<file path="config.mk">
export PLATFORM = sky130hd
export DESIGN_NAME = system_voltage_monitor_logic
export DESIGN_NICKNAME = d
export VERILOG_FILES = /design/src/design/svm_pkg.sv /design/src/design/svm_debounce.sv /design/src/design/system_voltage_monitor_logic.sv
export SDC_FILE = /design/constraint.sdc
export NUM_CORES = 1
export LEC_CHECK = 0
export BUFFER_PORTS_ARGS = -buffer_cell sky130_fd_sc_hd__buf_2
export CAP_MARGIN = 15
export CORE_MARGIN = 2
export CORE_UTILIZATION = 51
export CTS_CLUSTER_SIZE = 20
export DETAILED_ROUTE_END_ITERATION = 8
export MAX_ROUTING_LAYER = met4
export PLACE_DENSITY_LB_ADDON = 0.1
export SLEW_MARGIN = 5
export SYNTH_ARGS = -nofsm -noshare
export SYNTH_HDL_FRONTEND = slang
export SYNTH_SLANG_ARGS = --single-unit
export TNS_END_PERCENT = 30
</file>
<file path="constraint.sdc">
create_clock -name ref_clk -period 1.7 [get_ports ref_clk]
set_input_delay 0.34 -clock ref_clk [delete_from_list [all_inputs] [get_ports ref_clk]]
set_output_delay 0.34 -clock ref_clk [all_outputs]
set_load 0.01 [all_outputs]
</file>
<file path="src/design/svm_pkg.sv">
// Constants shared by the system voltage monitor logic.
package sysmon_pkg;

  // Register map and field layout of supply_monitor_control.
  localparam logic [7:0] SMC_ADDR      = 8'h19;
  localparam int         LOW_BIT       = 0;
  localparam int         LVL_LSB       = 1;
  localparam int         LVL_MSB       = 3;
  localparam int         DISDB_BIT     = 4;
  localparam int         RSVD_LSB      = 5;
  localparam int         RSVD_MSB      = 7;
  localparam logic [2:0] LVL_NA        = 3'h0;
  localparam logic [2:0] LVL_RESET     = 3'h1;
  localparam logic       DISDB_RESET   = 1'b0;
  localparam logic [7:0] RDATA_RESET   = 8'h00;

  // Timing, counted in periods of the 32.768 kHz oscillator.
  localparam int OSC_HZ          = 32768;
  localparam int DEB_MS          = 62;
  localparam int DEB_TICKS       = (DEB_MS * OSC_HZ + 999) / 1000;
  localparam int SAVE_TIMEOUT_S  = 8;
  localparam int SAVE_TICKS      = SAVE_TIMEOUT_S * OSC_HZ;
  localparam int DEB_W           = 12;
  localparam int SAVE_W          = 20;

  // Save-timeout supervisor states.
  typedef enum logic [1:0] {
    SUP_IDLE,
    SUP_WAIT,
    SUP_FORCED
  } sup_state_t;

endpackage

</file>
<file path="src/design/svm_debounce.sv">
// Rising-edge debounce filter for the low-supply indication.
`timescale 1ns/1ps
module low_debounce
  import sysmon_pkg::*;
#(
  parameter int DEB_COUNT = DEB_TICKS
)
(
  input  wire logic ref_clk,
  input  wire logic resetn,
  input  wire logic clk_en,
  input  wire logic tick,
  input  wire logic bypass,
  input  wire logic raw_low,
  output logic      filt_low
);

  logic [DEB_W-1:0] cnt;
  logic [DEB_W-1:0] next_cnt;
  logic             next_filt_low;

  always_comb
  begin
    next_cnt      = cnt;
    next_filt_low = filt_low;
    if (!raw_low)
    begin
      // Recovery passes at once and the count restarts.
      next_cnt      = '0;
      next_filt_low = 1'b0;
    end
    else if (bypass)
    begin
      next_filt_low = 1'b1;
    end
    else if (tick && !filt_low)
    begin
      if (cnt == DEB_W'(DEB_COUNT - 1))
        next_filt_low = 1'b1;
      else
        next_cnt = cnt + DEB_W'(1);
    end
  end

  always_ff @(posedge ref_clk or negedge resetn)
  begin
    if (!resetn)
    begin
      cnt      <= '0;
      filt_low <= 1'b0;
    end
    else if (clk_en)
    begin
      cnt      <= next_cnt;
      filt_low <= next_filt_low;
    end
  end

endmodule

</file>
<file path="src/design/system_voltage_monitor_logic.sv">
// System voltage monitor: threshold select, debounce, status, interrupt and save timeout.
//
// Contract
// - Threshold select bits 3..1; 001 is 2.80 V, +100 mV per code to 111.
// - Bit 0 is a read-only flag, 1 when supply is below threshold.
// - System-ok status stays 1 while supply is above threshold.
// - Falling below threshold raises the low-system interrupt and clears system-ok.
// - With debounce on, low must persist 62 ms before it takes effect.
// - Recovery from low passes at once, without debounce.
// - Bit 4 set bypasses the debounce, clear applies it; resets to 0.
// - Debounce interval stays within five percent of nominal.
// - No save within 8 s of the interrupt forces save through on/off control.
// - Control register resets only in no-power state; threshold reset per variant.
// - Monitor always runs under on/off control; software cannot disable it.
// - Control register sits at address 19h; bits 7..5 reserved.
// - Registers reached by the host over the serial bus; monitor cannot be disabled.
`timescale 1ns/1ps
module system_voltage_monitor_logic
  import sysmon_pkg::*;
#(
  parameter logic [2:0] LVL_DEFAULT  = LVL_RESET,
  parameter int         DEB_COUNT    = DEB_TICKS,
  parameter int         SAVE_COUNT   = SAVE_TICKS
)
(
  input  wire logic       ref_clk,
  input  wire logic       resetn,
  input  wire logic       clk_en,
  input  wire logic       osc32k,
  input  wire logic       sys_below_raw,
  input  wire logic [7:0] reg_addr,
  input  wire logic [7:0] reg_wdata,
  input  wire logic       reg_wr,
  input  wire logic       reg_rd,
  input  wire logic       save_entered,
  output logic      [7:0] reg_rdata,
  output logic      [2:0] threshold_sel,
  output logic            sysok,
  output logic            lowsys_irq,
  output logic            force_save
);

  // Synchronisers for the oscillator and the comparator pin.
  logic       osc_s1;
  logic       osc_s2;
  logic       osc_d;
  logic       low_s1;
  logic       low_s2;
  logic       tick;
  logic       low_flag;
  logic       low_prev;

  // Register state.
  logic [2:0] lvl;
  logic       disdb;
  logic [2:0] next_lvl;
  logic       next_disdb;
  logic [7:0] next_rdata;
  logic       next_irq;
  logic       hit;

  // Supervisor state.
  sup_state_t        state;
  sup_state_t        next_state;
  logic [SAVE_W-1:0] save_cnt;
  logic [SAVE_W-1:0] next_save_cnt;
  logic              next_force;

  always_ff @(posedge ref_clk or negedge resetn)
  begin
    if (!resetn)
    begin
      osc_s1 <= 1'b0;
      osc_s2 <= 1'b0;
      osc_d  <= 1'b0;
      low_s1 <= 1'b0;
      low_s2 <= 1'b0;
    end
    else if (clk_en)
    begin
      osc_s1 <= osc32k;
      osc_s2 <= osc_s1;
      osc_d  <= osc_s2;
      low_s1 <= sys_below_raw;
      low_s2 <= low_s1;
    end
  end

  assign tick = osc_s2 & ~osc_d;

  // The filter runs on clk_en; of the register bits, only the bypass bit reaches it.
  low_debounce #(
    .DEB_COUNT (DEB_COUNT)
  ) u_debounce (
    .ref_clk  (ref_clk),
    .resetn   (resetn),
    .clk_en   (clk_en),
    .tick     (tick),
    .bypass   (disdb),
    .raw_low  (low_s2),
    .filt_low (low_flag)
  );

  assign hit           = (reg_addr == SMC_ADDR);
  assign threshold_sel = lvl;
  assign sysok         = ~low_flag;

  always_comb
  begin
    next_lvl   = lvl;
    next_disdb = disdb;
    next_rdata = RDATA_RESET;
    if (reg_wr && hit)
    begin
      next_lvl   = reg_wdata[LVL_MSB:LVL_LSB];
      next_disdb = reg_wdata[DISDB_BIT];
    end
    if (reg_rd && hit)
    begin
      next_rdata[LOW_BIT]         = low_flag;
      next_rdata[LVL_MSB:LVL_LSB] = lvl;
      next_rdata[DISDB_BIT]       = disdb;
    end
    next_irq = low_flag & ~low_prev;
  end

  // The async reset stands for the no-power state only.
  always_ff @(posedge ref_clk or negedge resetn)
  begin
    if (!resetn)
    begin
      lvl        <= LVL_DEFAULT;
      disdb      <= DISDB_RESET;
      reg_rdata  <= RDATA_RESET;
      low_prev   <= 1'b0;
      lowsys_irq <= 1'b0;
    end
    else if (clk_en)
    begin
      lvl        <= next_lvl;
      disdb      <= next_disdb;
      reg_rdata  <= next_rdata;
      low_prev   <= low_flag;
      lowsys_irq <= next_irq;
    end
  end

  // Supervisor: a save request from the host ends the wait; otherwise the
  // timeout forces save. A later interrupt during the wait does not restart it,
  // so the 8 s figure counts from the first unanswered interrupt.
  always_comb
  begin
    next_state    = state;
    next_save_cnt = save_cnt;
    next_force    = 1'b0;
    case (state)
      SUP_IDLE:
      begin
        next_save_cnt = '0;
        if (lowsys_irq && !save_entered)
          next_state = SUP_WAIT;
      end
      SUP_WAIT:
      begin
        if (save_entered)
        begin
          next_state = SUP_IDLE;
        end
        else if (tick)
        begin
          if (save_cnt == SAVE_W'(SAVE_COUNT - 1))
          begin
            next_force = 1'b1;
            next_state = SUP_FORCED;
          end
          else
          begin
            next_save_cnt = save_cnt + SAVE_W'(1);
          end
        end
      end
      SUP_FORCED:
      begin
        if (save_entered)
          next_state = SUP_IDLE;
      end
      default:
      begin
        next_state = SUP_IDLE;
      end
    endcase
  end

  always_ff @(posedge ref_clk or negedge resetn)
  begin
    if (!resetn)
    begin
      state      <= SUP_IDLE;
      save_cnt   <= '0;
      force_save <= 1'b0;
    end
    else if (clk_en)
    begin
      state      <= next_state;
      save_cnt   <= next_save_cnt;
      force_save <= next_force;
    end
  end

  // Helper for checks: oscillator ticks seen while the synced low stays set.
  logic [DEB_W-1:0] tick_run;

  always_ff @(posedge ref_clk or negedge resetn)
  begin
    if (!resetn)
      tick_run <= '0;
    else if (clk_en)
    begin
      if (!low_s2)
        tick_run <= '0;
      else if (tick && tick_run != '1)
        tick_run <= tick_run + DEB_W'(1);
    end
  end
endmodule

</file>
* Word level (Yosys, flattened, before mapping) *
Index checks and enable logic that the tools add are counted.

storage, ports and cells
  output and inout port bits = 14
  RAM bits = 0
  logic and storage cells = 75
  bits of input ports = 24
  bits in latches = 0
  bits in read-only memories = 0
  memories kept = 0
  flip-flop bits (word level) = 52

operators by class
  magnitude comparators = 0
  reduce and logical (&&, ||, !) cells = 13
  shift operators = 0
  bitwise operators = 5
  add/subtract/negate cells = 2
  eq/ne operators = 17
  multipliers = 0
  divide/modulo/power cells = 0
  multiplexer cells = 23

operators by type and width
  cell                     count
  $mux W20                 3
  $mux W12                 4
  $pmux W20 S2             1
  $add A20 B1 Y20 const B  1
  $eq A20 B18 Y1 const B   1
  $add A12 B1 Y12 const B  1
  $eq A12 B11 Y1 const B   1
  $ne A2 B2 Y1 const B     6
  $mux W2                  5
  $reduce_and A5 Y1        2
  $eq A8 B5 Y1 const B     1
  $mux W1                  8
  $ne A3 B1 Y1 const B     2
  $pmux W2 S3              1
  $mux W5                  1
  $logic_and A1 B1 Y1      4
  $ne A2 B1 Y1 const B     2
  $reduce_and A4 Y1        1
  $ne A3 B2 Y1 const B     1
  $ne A3 B3 Y1 const B     1
  $not A1 Y1               3
  $reduce_and A3 Y1        1
  $and A1 B1 Y1            2
  $eq A2 B1 Y1 const B     1
  5 further kinds          6

* Logic depth before layout (Yosys ltp) *
  depth in word-level cells = 6
  depth in mapped cells = 8
  gate-level depth less buffers = 6

* Hierarchy *
Synthesis repeated with hierarchy kept, for this count alone.

second synthesis, totals
  cell total of the unflattened synthesis = 295
  area total of the unflattened synthesis = 2836.5 um^2

by module, submodules not included
  module                        instances  cells an instance  area each (um^2)  seq. area each (um^2)
  system_voltage_monitor_logic  1          210                2050.7            977.2
  low_debounce                  1          85                 785.8             325.3

* Worst setup path after synthesis *
OpenSTA, ideal clock, no wires.

  path kind = reg2reg
  start point = reg save_cnt[0]
  end point = reg state[1]
  setup time = 0.065 ns
  setup slack = -0.095 ns
  required time = 1.635 ns
  path buffers = 0
  arrival = 1.730 ns
  cell stages (with the launch flop) = 7
  clock period less this slack = 1.795 ns
  cells stage by stage = dfrtp_1 > ha_1 > nand4_2 > nor4_4 > nand2_2 > or4_4 > nand2_2

between the ends
  word-level cells in the longest chain between the ends = 3

RTL lines
  item                                line                                 RTL
  start, declared                     system_voltage_monitor_logic.sv:65   logic [SAVE_W-1:0] save_cnt;
  start signal, assigned              system_voltage_monitor_logic.sv:205  save_cnt <= next_save_cnt;
  $eq A20 B18 Y1                      system_voltage_monitor_logic.sv:171  if (save_cnt == SAVE_W'(SAVE_COUNT - 1))
  $ne A3 B3 Y1 (no source line)       n/a
  $reduce_and A5 Y1 (no source line)  n/a
  end signal, assigned                system_voltage_monitor_logic.sv:204  state <= next_state;
  end, declared                       system_voltage_monitor_logic.sv:63   sup_state_t state;

Every way passes these cells.
A chain may end at the register's enable or synchronous reset.

* Final worst setup path *
  start point = reg save_cnt[1]
  end point = reg force_save

between the ends
  word-level cells in the longest chain between the ends = 5

RTL lines
  item                  line                                 RTL
  $eq A20 B18 Y1        system_voltage_monitor_logic.sv:171
  $mux W1               system_voltage_monitor_logic.sv:171
  $mux W1               system_voltage_monitor_logic.sv:169  else if (tick)
  $mux W1               system_voltage_monitor_logic.sv:165  if (save_entered)
  $mux W1               system_voltage_monitor_logic.sv:156  case (state)
  end signal, assigned  system_voltage_monitor_logic.sv:206  force_save <= next_force;
  end, declared         system_voltage_monitor_logic.sv:40   output logic force_save

Every way passes these cells.

==> metrics.txt <==
Critical-path top delay cell or4_4; Buffers on Ports 30; # IOs 38; outcome complete, but fails checks; CP max stage delay 0.43 ns; first-pass GRT wire length 9940 µm; Max FO, Critical Path 3; skew final 0.00677 ns; WL per Instance 14.0 µm; max-cap violation count 0; Post-DRT Antenna Nets 0; LEAKAGE 1.63 nW; RSZ-0062 raised after global routing true; Max Buffers Root-to-Sink 2; n_diodes 0; Pre-antenna DRT Iters 4; vias in the first global route 2369; Vias/cell 5.49; htree depth 2; Clock transition at path regs 0.10 ns; post-synthesis sequential area ratio 0.483; WP buf/inv 1; Starting Density 0.528; pins over their slew limit 0; failing checks setup timing; post-route non-filler standard cell count 419; GRT Resource Usage Total 0.211; CP required 1.94 ns; Core Region 5110 µm²; placed wire-length estimate 4220 µm; Worst Hold Class input pin to flip-flop; Worst-Skew Late Latency 0.30 ns; clock buffer count from CTS 5; Syn Inst Count 275; Fin. Hold Viols 0; Clock Sinks 52; Cell Chain, Critical Path ha_2 -> nand4_4 -> nor4_4 -> buf_4 -> nand2_4 -> or4_4 -> o21ai_2; Final setup viols 21; proportion of layout cells with a drive suffix above 1 0.344; root buf cell clkbuf_8; Crit path max-delay family simple AND/OR/NAND/NOR gates; max frequency 559 MHz; EDFF count, synth 0; Synth Warn # 0; die footprint 5880 µm²; TritonCTS clock tree done; most common cell after layout, fill and taps aside dfrtp_1; Tmin final 1.79 ns; CP endpoint kind flip-flop; # placed instances 407; setup ws final -0.0896 ns; Post-Syn Area 2700 µm²; Worst VDD drop 0.657 mV; routed wire length 5870 µm; Final Power 3.22 mW; total number of vias 2302; Die X 76.7 µm; most frequent cells in the layout dfrtp_1, buf_4, buf_2, nor2_1, nand2_1; global placer's final weighted congestion 0.812; GRT overflow 0; Crit Path Category flip-flop to flip-flop; hold_ws 0.268 ns; Pwr per Cell Area 929 nW/µm²; syn_area_per_cell 9.80 µm²; area grow syn2layout 28.4%; asr flop ratio synth 1.00; post-synth cell types 49; fin nets 374; Final period util 1.05; Arr. time, crit path 2.03 ns; # DRC 0; Synth Register Bits 52; DRT iter0 DRCs 86; largest net degree at the start of global routing 27; Startpoint Class flip-flop; Core Rows 26; initial antenna violation count 0; Die H 76.7 µm; top_reg_cell synth dfrtp_1
## kinds of logic (layout without fill, tap and decap cells)
kind of cell | Yosys count | in the layout | synth area share
and+or+nand+nor | 106 | 106 | 0.221
muxes | 9 | 9 | 0.0376
xor gates and xnor gates | 8 | 8 | 0.0260
buffers and inverters | 24 | 95 | 0.0487
adders and majority gates | 2 | 2 | 0.00928
DFF | 52 | 52 | 0.483
other | 1 | 3 | 0.00139
AOI/OAI and AO/OA | 73 | 74 | 0.173
## per-layer routing
metal | up-vias | part of all wire | GRT usage
met2 | 35 | 0.54 | 0.384
li1 | 1143 | - | -
met3 | 2 | 0.029 | 0.0412
met1 | 1122 | 0.43 | 0.236
met4 | 0 | 0.0029 | 0.0564
met5 | - | 0 | -
## power breakdown
group	internal, mW	switching (mW)
clock	0.736	0.405
sequential	1.30	0.0766
combinational	0.308	0.388
total	2.35	0.870
## flip-flops by register name, summed over array words and instances, names as in the netlist
signal and count:
save_cnt 20, u_debounce.cnt 12, reg_rdata 5, threshold_sel 3, state 2, disdb 1
force_save 1, low_prev 1, low_s1 1, low_s2 1, lowsys_irq 1, osc_d 1
osc_s1 1, osc_s2 1, u_debounce.filt_low 1
## cells in the mapped netlist (2+ instances only)
cell,n,area share
a21oi_1,10,0.019
a31oi_1,7,0.016
and3_1,5,0.012
and4_1,3,0.0097
and4b_1,2,0.0074
buf_2,2,0.0037
buf_4,4,0.011
buf_6,3,0.013
clkbuf_1,4,0.0056
dfrtp_1,51,0.47
ha_1,2,0.0093
inv_1,9,0.013
mux2_2,9,0.038
nand2_1,21,0.029
nand2_2,2,0.0046
nand2b_1,3,0.0070
nand3_1,18,0.033
nand3b_1,2,0.0056
nand4_1,3,0.0070
nand4_2,2,0.0093
nor2_1,26,0.036
nor2b_1,2,0.0046
nor3_1,4,0.0074
o21ai_0,12,0.022
o21ai_1,16,0.030
o2bb2ai_1,5,0.016
o31ai_1,14,0.039
o31ai_2,2,0.0093
o41ai_1,2,0.0065
or3_1,5,0.012
xnor2_1,2,0.0065
xor2_1,6,0.019
## what timing repair did
| item | 4_1_cts | 5_1_grt |
|---|---|---|
| buffers inserted | 0 | 2 |
| pin swaps | 5 | 8 |
| setup endpoints to repair | 21 | 24 |
| resized for setup | 4 | 11 |
| hold endpoints to repair | 10 | 0 |
| hold buffers | 1 | 0 |
| gates cloned | 0 | 1 |
## final timing paths
| path | start | end | slack [ns] | cells after the start |
|---|---|---|---|---|
| setup / recovery | save_cnt[1] | force_save | -0.09 | 7 |
| hold / removal | reg_wdata[1] | threshold_sel[0] | 0.27 | 2 |
| setup reg to reg | save_cnt[1] | force_save | -0.09 | 7 |
| hold reg to reg | low_prev | lowsys_irq | 0.47 | 1 |
| max in group asynchronous | resetn | threshold_sel[0] | 0.71 | 3 |
| min in group asynchronous | resetn | lowsys_irq | 0.46 | 2 |
## metrics by stage
step	TNS (ns)	setup WS, ns	util	cell area (µm²)
2_1_floorplan	-0.0444	-0.0199	-	2720
3_3_place_gp	-3.50	-0.212	0.628	3210
3_5_place_dp	-4.06	-0.260	0.628	3210
4_1_cts	-0.529	-0.0665	0.664	3390
5_1_grt	-2.43	-0.179	0.678	3460
6_report	-0.767	-0.0896	0.678	3460
## cell type report
| class | count | area, µm² |
|---|---|---|
| timing repair buffer | 78 | 526 |
| multi-input combinational | 202 | 1350 |
| inverter | 9 | 33.8 |
| sequential | 52 | 1300 |
| clock inverter | 3 | 90.1 |
| tap | 70 | 87.6 |
| clock buffer | 5 | 68.8 |
| fill | 410 | 1650 |
Note: power is estimated with default switching activity, not from simulation.
